==> config.mk <==
export PLATFORM = sky130hd
export DESIGN_NAME = pcc_clock_ctrl_flat
export DESIGN_NICKNAME = d
export VERILOG_FILES = /design/src/include/pcc_pkg.sv /design/src/include/pcc_link_if.sv /design/src/logic/pcc_clock_ctrl.sv /design/src/flat_wrapper.sv
export VERILOG_INCLUDE_DIRS = /design/src /design/src/include
export SDC_FILE = /design/constraint.sdc
export NUM_CORES = 1
export LEC_CHECK = 0
export ABC_AREA = 1
export BUFFER_PORTS_ARGS = -buffer_cell sky130_fd_sc_hd__buf_2
export CORE_MARGIN = 4
export CORE_UTILIZATION = 60
export CTS_BUF_LIST = sky130_fd_sc_hd__clkbuf_8
export CTS_CLUSTER_DIAMETER = 120
export DETAILED_ROUTE_END_ITERATION = 10
export GPL_ROUTABILITY_DRIVEN = 0
export GPL_TIMING_DRIVEN = 0
export PLACE_DENSITY = 0.8
export SLEW_MARGIN = 10
export SYNTH_ARGS = -nofsm -noshare
export SYNTH_HDL_FRONTEND = slang
export SYNTH_SLANG_ARGS = --single-unit
==> constraint.sdc <==
create_clock -name sys_clk -period 2.75 [get_ports sys_clk]
set_clock_uncertainty 0.2 [all_clocks]
set_input_delay 0.1375 -clock sys_clk [delete_from_list [all_inputs] [get_ports sys_clk]]
set_output_delay 0.1375 -clock sys_clk [all_outputs]
set_load 0.01 [all_outputs]
==> src/include/pcc_consts.svh <==
// Offsets, field positions, reset values and timing counts of the clock controller
`ifndef PCC_CONSTS_SVH
`define PCC_CONSTS_SVH

`define PCC_ADDR_W            4
`define PCC_DATA_W            16
`define PCC_OFF_PLL_CTRL      4'h0
`define PCC_OFF_SYS_CLK_CTRL  4'h1
`define PCC_OFF_RESET_STATUS  4'h2
`define PCC_OFF_PIT_LOAD      4'h3
`define PCC_OFF_PIT_COUNT     4'h4
`define PCC_OFF_IRQ_STATUS    4'h5
`define PCC_OFF_IRQ_MASK      4'h6

`define PCC_MF_LSB            0
`define PCC_MF_MSB            3
`define PCC_STICKY_LOSS_BIT   8
`define PCC_EXT_BUS_DIV_FIELD_LSB          0
`define PCC_EXT_BUS_DIV_FIELD_MSB          1
`define PCC_RTC_DIV_BIT       4
`define PCC_PIT_DIV_BIT       5
`define PCC_LOSS_RESET_BIT    0
`define PCC_IRQ_PIT_BIT       0
`define PCC_IRQ_LOSS_BIT      1

`define PCC_EXT_BUS_DIV_FIELD_ZERO         2'h0
`define PCC_EXT_BUS_DIV_FIELD_ONE          2'h1
`define PCC_RST_MF            4'h4
`define PCC_RST_SYS_CLK_CTRL  16'h0031
`define PCC_RST_PIT_LOAD      16'hFFFF

`define PCC_DIV_SHORT         9'h003
`define PCC_DIV_LONG          9'h1FF

`define PCC_CLK_NS            100
`define PCC_SETTLE_NS         2000
`define PCC_SETTLE_CYC        ((`PCC_SETTLE_NS + `PCC_CLK_NS - 1) / `PCC_CLK_NS)
`define PCC_LONG_XFER_CYC     16
`define PCC_CNT_W             8

`endif

==> src/include/pcc_pkg.sv <==
// Types for the two ends of the clock controller link: freeze states for the controller, host states for the host
package pcc_pkg;
    typedef enum {PCC_RUN, PCC_PEND, PCC_FROZEN} pcc_freeze_t;
    typedef enum {PCC_H_IDLE, PCC_H_PLL, PCC_H_DELAY, PCC_H_EB0, PCC_H_EB1,
                  PCC_H_REPLL} pcc_host_t;
endpackage : pcc_pkg

==> src/include/pcc_link_if.sv <==
// Link between the core-side host and the clock controller
`timescale 1ns/1ns
`include "pcc_consts.svh"
interface pcc_link_if;
    logic [`PCC_ADDR_W-1:0] regAddr;
    logic [`PCC_DATA_W-1:0] regWdata;
    logic                   regWr;
    logic                   regRd;
    logic [`PCC_DATA_W-1:0] regRdata;
    logic                   busReq;
    logic                   busGrant;
    logic                   clkFrozen;
    logic                   irq;

    modport dev  (input regAddr, regWdata, regWr, regRd, busReq,
                  output regRdata, busGrant, clkFrozen, irq);
    modport host (output regAddr, regWdata, regWr, regRd, busReq,
                  input regRdata, busGrant, clkFrozen, irq);
endinterface : pcc_link_if

==> src/logic/pcc_clock_ctrl.sv <==
// Clock controller end: PLL control, clock freeze, lock status, PIT prescaler
// Operation
// - Output clock stays in phase with reference
// - PLL change then restore realigns phase
// - Bus divider 00 then 01, rewrite realigns
// - Multiplier change freezes clocks while settling
// - Never freeze during a visible bus access
// - Loss reset flag only for unintended loss
// - Software reads sticky lock-loss bit instead
// - No extra clock grant after PLL write
// - Software delay after PLL write, aligned
// - PIT is 16-bit counter on prescaled tick
// - Timer clocks predivided by 4 or 512
// - Predivide field 1 selects 512
//
// The implementer's own choices: strobed register access and the register addresses.
`timescale 1ns/1ns
`include "pcc_consts.svh"
module pcc_clock_ctrl
    import pcc_pkg::*;
(
    input  wire logic  sys_clk,
    input  wire logic  rst,
    pcc_link_if.dev    link,
    input  wire logic  extRefClock,
    input  wire logic  extBusBusy,
    input  wire logic  pllUnlock,
    output logic       sysClockOut,
    output logic       rtcTick,
    output logic       pitTick
);
    logic [3:0]               multFactor_ff;
    logic                     stickyLoss_ff;
    logic [`PCC_DATA_W-1:0]   sysClkCtrl_ff;
    logic                     lossResetFlag_ff;
    logic [`PCC_DATA_W-1:0]   pitLoad_ff;
    logic [`PCC_DATA_W-1:0]   pitCount_ff;
    logic [1:0]               irqStatus_ff;
    logic [1:0]               irqMask_ff;
    logic [`PCC_DATA_W-1:0]   regRdata_ff;
    logic                     busGrant_ff;
    logic                     clkFrozen_ff;
    logic                     irq_ff;
    logic                     sysClockOut_ff;
    logic                     rtcTick_ff;
    logic                     pitTick_ff;
    logic                     ebdfZeroSeen_ff;
    logic                     realignArmed_ff;
    logic [`PCC_CNT_W-1:0]    settleCnt_ff;
    logic [8:0]               rtcDiv_ff;
    logic [8:0]               pitDiv_ff;
    pcc_freeze_t              freeze_ff;

    logic                     wrPll;
    logic                     wrSys;
    logic                     mfChange;
    logic                     pitExpire;
    logic                     swLoss;
    logic [`PCC_DATA_W-1:0]   nxt_rdata;

    // Divider end for a select bit
    function automatic logic [8:0] pcc_div_end(input logic sel);
        pcc_div_end = sel ? `PCC_DIV_LONG : `PCC_DIV_SHORT;
    endfunction : pcc_div_end

    assign wrPll     = link.regWr && (link.regAddr == `PCC_OFF_PLL_CTRL);
    assign wrSys     = link.regWr && (link.regAddr == `PCC_OFF_SYS_CLK_CTRL);
    assign mfChange  = wrPll && (link.regWdata[`PCC_MF_MSB:`PCC_MF_LSB] != multFactor_ff);
    assign pitExpire = pitTick_ff && (pitCount_ff == 16'h0000);
    // Lock drops by design while freezing
    assign swLoss    = (freeze_ff != PCC_RUN);

    always_ff @(posedge sys_clk) begin
        if (rst) begin
            multFactor_ff <= `PCC_RST_MF;
        end else if (wrPll) begin
            multFactor_ff <= link.regWdata[`PCC_MF_MSB:`PCC_MF_LSB];
        end
    end

    always_ff @(posedge sys_clk) begin
        if (rst) begin
            sysClkCtrl_ff <= `PCC_RST_SYS_CLK_CTRL;
        end else if (wrSys) begin
            sysClkCtrl_ff <= link.regWdata;
        end
    end

    always_ff @(posedge sys_clk) begin
        if (rst) begin
            pitLoad_ff <= `PCC_RST_PIT_LOAD;
        end else if (link.regWr && (link.regAddr == `PCC_OFF_PIT_LOAD)) begin
            pitLoad_ff <= link.regWdata;
        end
    end

    always_ff @(posedge sys_clk) begin
        if (rst) begin
            freeze_ff    <= PCC_RUN;
            settleCnt_ff <= '0;
        end else begin
            case (freeze_ff)
                PCC_RUN: begin
                    if (mfChange) begin
                        freeze_ff <= PCC_PEND;
                    end
                end
                PCC_PEND: begin
                    if (!extBusBusy) begin
                        freeze_ff    <= PCC_FROZEN;
                        settleCnt_ff <= `PCC_CNT_W'(`PCC_SETTLE_CYC - 1);
                    end
                end
                PCC_FROZEN: begin
                    if (settleCnt_ff == '0) begin
                        freeze_ff <= PCC_RUN;
                    end else begin
                        settleCnt_ff <= settleCnt_ff - 1'b1;
                    end
                end
                default: begin
                    freeze_ff <= PCC_RUN;
                end
            endcase
        end
    end

    always_ff @(posedge sys_clk) begin
        if (rst) begin
            busGrant_ff <= 1'b0;
        end else begin
            busGrant_ff <= link.busReq && !mfChange && (freeze_ff == PCC_RUN);
        end
    end

    always_ff @(posedge sys_clk) begin
        if (rst) begin
            clkFrozen_ff <= 1'b0;
        end else begin
            clkFrozen_ff <= (freeze_ff == PCC_FROZEN);
        end
    end

    always_ff @(posedge sys_clk) begin
        if (rst) begin
            ebdfZeroSeen_ff <= 1'b0;
            realignArmed_ff <= 1'b0;
        end else if (wrSys) begin
            ebdfZeroSeen_ff <= (link.regWdata[`PCC_EXT_BUS_DIV_FIELD_MSB:`PCC_EXT_BUS_DIV_FIELD_LSB] == `PCC_EXT_BUS_DIV_FIELD_ZERO);
            if (ebdfZeroSeen_ff &&
                link.regWdata[`PCC_EXT_BUS_DIV_FIELD_MSB:`PCC_EXT_BUS_DIV_FIELD_LSB] == `PCC_EXT_BUS_DIV_FIELD_ONE) begin
                realignArmed_ff <= 1'b1;
            end
        end else if (wrPll) begin
            realignArmed_ff <= 1'b0;
        end
    end

    always_ff @(posedge sys_clk) begin
        if (rst) begin
            sysClockOut_ff <= 1'b0;
        end else if (freeze_ff == PCC_FROZEN || (wrPll && realignArmed_ff)) begin
            sysClockOut_ff <= 1'b0;
        end else begin
            sysClockOut_ff <= extRefClock;
        end
    end

    always_ff @(posedge sys_clk) begin
        if (rst) begin
            lossResetFlag_ff <= 1'b0;
        end else if (pllUnlock && !swLoss) begin
            lossResetFlag_ff <= 1'b1;
        end else if (link.regWr && link.regAddr == `PCC_OFF_RESET_STATUS &&
                     link.regWdata[`PCC_LOSS_RESET_BIT]) begin
            lossResetFlag_ff <= 1'b0;
        end
    end

    always_ff @(posedge sys_clk) begin
        if (rst) begin
            stickyLoss_ff <= 1'b0;
        end else if (pllUnlock || mfChange) begin
            stickyLoss_ff <= 1'b1;
        end else if (wrPll && link.regWdata[`PCC_STICKY_LOSS_BIT]) begin
            stickyLoss_ff <= 1'b0;
        end
    end

    always_ff @(posedge sys_clk) begin
        if (rst) begin
            rtcDiv_ff <= '0;
            rtcTick_ff <= 1'b0;
        end else if (rtcDiv_ff >= pcc_div_end(sysClkCtrl_ff[`PCC_RTC_DIV_BIT])) begin
            rtcDiv_ff <= '0;
            rtcTick_ff <= 1'b1;
        end else begin
            rtcDiv_ff <= rtcDiv_ff + 1'b1;
            rtcTick_ff <= 1'b0;
        end
    end

    // Counts stop while frozen, as the clocks do
    always_ff @(posedge sys_clk) begin
        if (rst) begin
            pitDiv_ff <= '0;
            pitTick_ff <= 1'b0;
        end else if (freeze_ff == PCC_FROZEN) begin
            pitTick_ff <= 1'b0;
        end else if (pitDiv_ff >= pcc_div_end(sysClkCtrl_ff[`PCC_PIT_DIV_BIT])) begin
            pitDiv_ff <= '0;
            pitTick_ff <= 1'b1;
        end else begin
            pitDiv_ff <= pitDiv_ff + 1'b1;
            pitTick_ff <= 1'b0;
        end
    end

    always_ff @(posedge sys_clk) begin
        if (rst) begin
            pitCount_ff <= `PCC_RST_PIT_LOAD;
        end else if (link.regWr && (link.regAddr == `PCC_OFF_PIT_LOAD)) begin
            pitCount_ff <= link.regWdata;
        end else if (pitExpire) begin
            pitCount_ff <= pitLoad_ff;
        end else if (pitTick_ff) begin
            pitCount_ff <= pitCount_ff - 1'b1;
        end
    end

    always_ff @(posedge sys_clk) begin
        if (rst) begin
            irqStatus_ff <= 2'h0;
        end else begin
            for (int i = 0; i < 2; i++) begin
                if ((i == `PCC_IRQ_PIT_BIT && pitExpire) ||
                    (i == `PCC_IRQ_LOSS_BIT && pllUnlock && !swLoss)) begin
                    irqStatus_ff[i] <= 1'b1;
                end else if (link.regWr && link.regAddr == `PCC_OFF_IRQ_STATUS &&
                             link.regWdata[i]) begin
                    irqStatus_ff[i] <= 1'b0;
                end
            end
        end
    end

    always_ff @(posedge sys_clk) begin
        if (rst) begin
            irqMask_ff <= 2'h0;
        end else if (link.regWr && (link.regAddr == `PCC_OFF_IRQ_MASK)) begin
            irqMask_ff <= link.regWdata[1:0];
        end
    end

    always_ff @(posedge sys_clk) begin
        if (rst) begin
            irq_ff <= 1'b0;
        end else begin
            irq_ff <= |(irqStatus_ff & irqMask_ff);
        end
    end

    always_comb begin
        nxt_rdata = '0;
        case (link.regAddr)
            `PCC_OFF_PLL_CTRL: begin
                nxt_rdata[`PCC_MF_MSB:`PCC_MF_LSB] = multFactor_ff;
                nxt_rdata[`PCC_STICKY_LOSS_BIT]     = stickyLoss_ff;
            end
            `PCC_OFF_SYS_CLK_CTRL: nxt_rdata = sysClkCtrl_ff;
            `PCC_OFF_RESET_STATUS: nxt_rdata[`PCC_LOSS_RESET_BIT] = lossResetFlag_ff;
            `PCC_OFF_PIT_LOAD:     nxt_rdata = pitLoad_ff;
            `PCC_OFF_PIT_COUNT:    nxt_rdata = pitCount_ff;
            `PCC_OFF_IRQ_STATUS:   nxt_rdata[1:0] = irqStatus_ff;
            `PCC_OFF_IRQ_MASK:     nxt_rdata[1:0] = irqMask_ff;
            default:               nxt_rdata = '0;
        endcase
    end

    // Read data stands one cycle
    always_ff @(posedge sys_clk) begin
        if (rst) begin
            regRdata_ff <= '0;
        end else begin
            regRdata_ff <= link.regRd ? nxt_rdata : '0;
        end
    end

    assign link.regRdata  = regRdata_ff;
    assign link.busGrant  = busGrant_ff;
    assign link.clkFrozen = clkFrozen_ff;
    assign link.irq       = irq_ff;
    assign sysClockOut    = sysClockOut_ff;
    assign rtcTick        = rtcTick_ff;
    assign pitTick        = pitTick_ff;
endmodule : pcc_clock_ctrl

==> src/flat_wrapper.sv <==
// flat-port wrapper written by rule: the top's interface ports become plain ports
module pcc_clock_ctrl_flat import pcc_pkg::*;
  (sys_clk, rst, extRefClock, extBusBusy, pllUnlock, sysClockOut, rtcTick, pitTick, link_regAddr, link_regWdata, link_regWr, link_regRd, link_busReq, link_regRdata, link_busGrant, link_clkFrozen, link_irq);
  pcc_link_if link_i ();
  input  wire logic sys_clk;
  input  wire logic rst;
  input  wire logic extRefClock;
  input  wire logic extBusBusy;
  input  wire logic pllUnlock;
  output logic sysClockOut;
  output logic rtcTick;
  output logic pitTick;
  input wire logic [$bits(link_i.regAddr)-1:0] link_regAddr;
  input wire logic [$bits(link_i.regWdata)-1:0] link_regWdata;
  input wire logic [$bits(link_i.regWr)-1:0] link_regWr;
  input wire logic [$bits(link_i.regRd)-1:0] link_regRd;
  input wire logic [$bits(link_i.busReq)-1:0] link_busReq;
  output wire logic [$bits(link_i.regRdata)-1:0] link_regRdata;
  output wire logic [$bits(link_i.busGrant)-1:0] link_busGrant;
  output wire logic [$bits(link_i.clkFrozen)-1:0] link_clkFrozen;
  output wire logic [$bits(link_i.irq)-1:0] link_irq;
  assign link_i.regAddr = link_regAddr;
  assign link_i.regWdata = link_regWdata;
  assign link_i.regWr = link_regWr;
  assign link_i.regRd = link_regRd;
  assign link_i.busReq = link_busReq;
  assign link_regRdata = link_i.regRdata;
  assign link_busGrant = link_i.busGrant;
  assign link_clkFrozen = link_i.clkFrozen;
  assign link_irq = link_i.irq;
  pcc_clock_ctrl u_core (.sys_clk(sys_clk), .rst(rst), .link(link_i), .extRefClock(extRefClock), .extBusBusy(extBusBusy), .pllUnlock(pllUnlock), .sysClockOut(sysClockOut), .rtcTick(rtcTick), .pitTick(pitTick));
endmodule
Yosys cells after proc, flatten, opt, wreduce, memory -nomap -nowiden
Cells that the tools add are included.
Operators by class
  $lt $le $gt $ge: 2
  multiplexer cells: 32
  equality and inequality tests: 16
  bitwise gates (word level): 2
  add/subtract/negate cells: 4
  reduce and logical (&&, ||, !) cells: 43
Operators with widths (count)
  $mux W32: 3
  $pmux W32 S3: 1
  $logic_not A32 Y1: 2
  $mux W16: 3
  $eq A32 B1 Y1 const B: 1
  $eq A32 B2 Y1 const B: 1
  $eq A32 B3 Y1 const B: 1
  $reduce_bool A32 Y1: 1
  $mux W9: 3
  $pmux W7 S3: 1
  $add A9 B1 Y9 const B: 2
  $ge A9 B9 Y1: 2
  $logic_and A1 B1 Y1: 17
  $logic_not A16 Y1: 1
  $mux W8: 2
  $pmux W8 S2: 1
  $sub A16 B1 Y16 const B: 1
  $mux W1: 13
  $eq A4 B3 Y1 const B: 3
  $pmux W4 S3: 1
  $reduce_bool A2 Y1: 6
  $reduce_or A2 Y1: 5
  $eq A4 B2 Y1 const B: 2
  $logic_not A8 Y1: 1
  other kinds (19): 25
Storage, ports and cells
  register bits after elaboration: 140
  input bits: 28
  word-level logic and storage cells: 121
  output and inout port bits: 22

Longest topological paths before layout
  depth after elaboration: 6
  depth in mapped cells: 12
  gate-level depth less buffers: 12

Worst setup path after synthesis
Ideal clock, no wire load.
  path kind: flip-flop to flip-flop
  from: register u_core.sysClkCtrl_ff[4]
  to: register u_core.rtcDiv_ff[0]
  path slack: 1021 ps
  clock period less this slack: 1729 ps
  setup time: 70 ps
  required time: 2480 ps
  arrival time: 1459 ps
  cell stages (with the launch flop): 12
  path buffers: 0
  cell sequence: dfxtp_1 > inv_1 > ha_1 > nand2_1 > inv_1 > nand2_1 > nand2_1 > nand2_1 > nand3_1 > nor2_1 > nand3_1 > nor2_1
On the way
  cells in the longest elaborated chain, start to end: 3
RTL lines
  start: declaration: RTL line pcc_clock_ctrl.sv:34  | logic [`PCC_DATA_W-1:0] sysClkCtrl_ff;
  start signal: assignment: RTL line pcc_clock_ctrl.sv:83  | sysClkCtrl_ff <= `PCC_RST_SYS_CLK_CTRL;
  start signal: assignment: RTL line pcc_clock_ctrl.sv:85  | sysClkCtrl_ff <= link.regWdata;
  $mux W9 (no line)
  $ge A9 B9 Y1: RTL line pcc_clock_ctrl.sv:194  | end else if (rtcDiv_ff >= pcc_div_end(sysClkCtrl_ff[`PCC_RTC_DIV_BIT])) begin
  $reduce_or A2 Y1 (no line)
  end signal: assignment: RTL line pcc_clock_ctrl.sv:198  | rtcDiv_ff <= rtcDiv_ff + 1'b1;
  end: declaration: RTL line pcc_clock_ctrl.sv:50  | logic [8:0] rtcDiv_ff;
No other way between the ends.
A chain may end at the register's enable or synchronous reset.

Worst setup path in the final report
  from: register u_core.sysClkCtrl_ff[5]
  to: register u_core.pitDiv_ff[8]
On the way
  cells in the longest elaborated chain, start to end: 3
RTL lines
  $mux W9 (no line)
  $ge A9 B9 Y1: RTL line pcc_clock_ctrl.sv:210  | end else if (pitDiv_ff >= pcc_div_end(sysClkCtrl_ff[`PCC_PIT_DIV_BIT])) begin
  $mux W9: RTL line pcc_clock_ctrl.sv:210
  end signal: assignment: RTL line pcc_clock_ctrl.sv:214  | pitDiv_ff <= pitDiv_ff + 1'b1;
  end: declaration: RTL line pcc_clock_ctrl.sv:51  | logic [8:0] pitDiv_ff;
No other way between the ends.

==> results list <==
- The number of cells on the worst reg-to-reg path is 9.
- Cells taking the most area after synthesis: dfxtp_1 39%, nand2_1 12%, inv_1 6.9%
- The longest clock path from root to sink contains 2 buffers.
- The signal on the critical path passes through inv_1 > ha_1 > nand2_1 > nor2_1 > nand3_1 > nand3_1 > nor2_1 > nor2_1 > nor2_1.
- Capture point of the critical path: u_core.pitDiv_ff[8]$_SDFFE_PP0N_
- 50 I/O pins were placed.
- Share of flip-flops with an asynchronous set or reset: 0
* Relative max-transition margin: 0.5271
- Reported max-cap violation count: 0
- Residual overflow from global routing: 0
- Summed over all instances, the cell type with the most area after synthesis is dfxtp_1.
- Dividing the detail-routed wire length by the instance count gives 15.13 µm.
* Critical path start-end classification: flop to flop
- Mapped cell area: about 5700 µm²
- TritonCTS built the clock tree.
* Num CTS Buffers: 9
- Once detail routing completed, the nets flagged for antenna violations numbered 0.
- Setup repair after global routing missed its margin: no
- Counting buffers and inverters, the worst setup path is 9 cells deep.
* Top library cells by usage in the layout, fill and taps aside: 183 x nand2_1, 110 x dfxtp_1, 104 x inv_1
* Vias in the first global route: 5,443
- Detailed placement finished with a half-perimeter wire length of 11.34 mm.
- Fraction of layout instances using a drive strength above 1: 0.1254
* CTS HTree Levels: 3
- Worst r2r dst: u_core.pitDiv_ff[8]$_SDFFE_PP0N_
* Data arrival, critical path: between 2 and 2.5 ns
- R2r startpoint: u_core.sysClkCtrl_ff[5]$_SDFFE_PP1P_
* Number of search-and-repair iterations in the first detailed-routing pass: 6
- The die is 105.2 µm wide.
* Clock root buffer: clkbuf_8
- For this design, the slowest cell found on the critical path is ha_1.
- Wire length of the first global-routing pass: approximately 25 mm
- Across all register-to-register paths, the minimum setup slack is 0.61 ns.
* Number of filler cells placed in the layout: 775
- Yosys mapped a number of flops with a built-in enable equal to 0.
* Effective utilization at floorplan: 0.6137
- GRT Overall Usage: 0.2815
* Clk sink count: 110
* Final sum of negative setup slack: 0 ns
* Worst Tran Pin Value: 0.7093 ns
- After detailed routing, the number of remaining DRC violations is 0.
* Most repeated library cell on the critical path: nor2_1
- After clock tree synthesis, the setup repair step added 0 buffers.
* Outcome: completed
* Signed area change from the synthesized netlist to the final layout: 14.41%
* Via count normalized by instance count: ~5.6
- Reg clk slew, reported paths: 0.11 ns
- Final setup violation count: 0
* Later-pin clock latency in the skew report: 0.38 ns
- The number of antenna violations at the first check in global routing was 0.
* Syn_nets: 853
- Post-synthesis sequential area ratio: 0.3883
- Once the clock tree was built, the resizer swapped 0 gates to a different size.
- Register bit total from synthesis: 110
- In the finished design, the share of the clock period the worst path needs comes to 0.7780.
* Required time reported for the critical path endpoint: around 2.8 ns
- The floorplan has 35 rows.
- Final max-slew violation count: 0
- The routed design has 15.46 mm of wire.
- Largest net degree at the start of global routing: 20
- The tightest min-delay check is of the input port to flop type.
- Most instantiated flip-flop cell in the synthesis netlist: dfxtp_1
- Number of input and output port buffers inserted: 49
- Distinct cells, synth: 39
- Syn. warnings: 0
- Antenna diode count: 0
- The analysis attributes to cell leakage a power of roughly 3.2 nW.
- Maximum achievable frequency: ~470 MHz
* Minimum period implied by the final worst setup slack: 2.140 ns
* Area of the placeable core: about 9000 µm²
- Together, buffers and inverters on the worst path number 1.
- The first routing iteration left 459 violations.
* Highest net fanout along the worst path: 9
- Power per cell area: 441.8 nW/µm²
* Mapped Avg Cell Area: 7.044 µm²
- Final Power: 0.002866 W
* Critical Path Source Type: flop
- Most frequent standard cell in the layout excluding fill and tap cells: nand2_1
- The final hold violation count is 0.
- For this block, the via count after detailed routing is 5,696.
* Peak per-stage delay on the critical path: ~0.38 ns
- The floorplan step set the die height to 105.2 µm.
- The share of synthesized area in the top cell type comes to 0.3883.
- Kind of end point of the critical path: flop
- The final layout contains between 900 and 1,000 nets.
- Number of instances in the synthesized netlist: 805
- Peak ir drop on the vdd network: 0.4684 mV
* Die ar.: approximately 11,000 µm²
- Kind of cell adding the most delay to the critical path: simple AND/OR/NAND/NOR gates
* Setup crit start: u_core.sysClkCtrl_ff[5]$_SDFFE_PP1P_
## how the worst min path moves through the flow
| stage | from | to | slack [ns] | cells past startpoint |
|---|---|---|---|---|
| 4_1_cts | link_regAddr[2] | u_core.link.regRdata[8]$_SDFF_PP0_ | 0.003 | 4 |
| 6_report | link_regAddr[2] | u_core.link.regRdata[8]$_SDFF_PP0_ | 0.02 | 4 |
| 3_3_place_gp | link_regWdata[4] | u_core.sysClkCtrl_ff[4]$_SDFFE_PP1P_ | 0.17 | 3 |
| 5_1_grt | link_regAddr[0] | u_core.lossResetFlag_ff$_SDFFE_PP0P_ | 0.03 | 5 |
| 3_5_place_dp | extRefClock | u_core.sysClockOut$_SDFF_PP0_ | 0.18 | 3 |
| 2_1_floorplan | extRefClock | u_core.sysClockOut$_SDFF_PP0_ | 0.06 | 2 |
## synth_stat cells, drive strengths merged (7+ instances only)
cell type	instances
o21ai	54
nor2	95
a21oi	61
clkbuf	7
o211ai	12
ha	20
nand3	66
nand2	190
o221ai	8
nor3	7
nand4	11
dfxtp	110
xor2	9
buf	13
inv	112
xnor2	7
## tightest hold or removal path, delay by kind of cell
family                 cells  cell delay, ns
AO/OA/AOI/OAI              1            0.13
buffers and inverters      1            0.14
AND/OR/NAND/NOR            2            0.14
## through the flow
stage          cell area [µm²]  utilization  std cells  setup WS, ns  hold slack (ns)
2_1_floorplan             5670            -        805         1.021          0.06099
3_3_place_gp              6077       0.6577        983        0.7276           0.1739
3_5_place_dp              6077       0.6577        983        0.6498           0.1770
4_1_cts                   6487       0.7021       1022        0.6089         0.002737
5_1_grt                   6487       0.7021       1022        0.3468          0.03365
6_report                  6487       0.7021       1022        0.6105          0.02330
## final cells by class
type                    count  area (µm²)  share of cell area
clock inverters             7       56.30            0.008679
well taps                 129       161.4             0.02488
multi-input cells         563        2920              0.4501
inverters                 112       422.9             0.06519
clock buffers               9       123.9             0.01909
plain buffers              20       125.1             0.01929
repair buffers             72       475.5             0.07329
flip-flops and latches    110        2202              0.3394
## metal layers
layer,global-route usage,part of all wire,vias to the layer above
li1,-,-,2786
met1,0.3408,0.41,2633
met2,0.4927,0.50,239
met3,0.05205,0.067,38
met4,0.1097,0.029,0
met5,0,0,-
## registers in the layout, indices dropped and copies added (netlist names)
| register | count |
|---|---|
| u_core.ebdfZeroSeen_ff | 1 |
| u_core.freeze_ff | 2 |
| u_core.irqMask_ff | 2 |
| u_core.irqStatus_ff | 2 |
| u_core.link.busGrant | 1 |
| u_core.link.clkFrozen | 1 |
| u_core.link.irq | 1 |
| u_core.link.regRdata | 16 |
| u_core.lossResetFlag_ff | 1 |
| u_core.multFactor_ff | 4 |
| u_core.pitCount_ff | 16 |
| u_core.pitDiv_ff | 9 |
| u_core.pitLoad_ff | 16 |
| u_core.pitTick | 1 |
| u_core.realignArmed_ff | 1 |
| u_core.rtcDiv_ff | 9 |
| u_core.rtcTick | 1 |
| u_core.settleCnt_ff | 8 |
| u_core.stickyLoss_ff | 1 |
| u_core.sysClkCtrl_ff | 16 |
| u_core.sysClockOut | 1 |
## report_power, final
group	internal (W)	total (W)	switching [W]	leakage [nW]
logic	0.000106	0.000278	0.000172	2.20
registers	0.00163	0.00166	0.0000265	0.893
clock network	0.000337	0.000931	0.000594	0.0785
total	0.00207	0.00287	0.000792	3.17
## kinds of logic after synthesis
kind of cell    share of synthesized area
compound gates                     0.1472
xor+xnor                          0.02471
fa+ha+maj                         0.04413
buf+inv                           0.09665
flops                              0.3883
simple gates                       0.2990
## repair_timing
| action | in CTS | in global routing |
|---|---|---|
| hold endpoints to repair | 64 | 0 |
| endpoints found under the setup margin | 0 | 0 |
| hold buffers | 23 | 0 |
No activity file was read; power rests on OpenSTA's default activity.
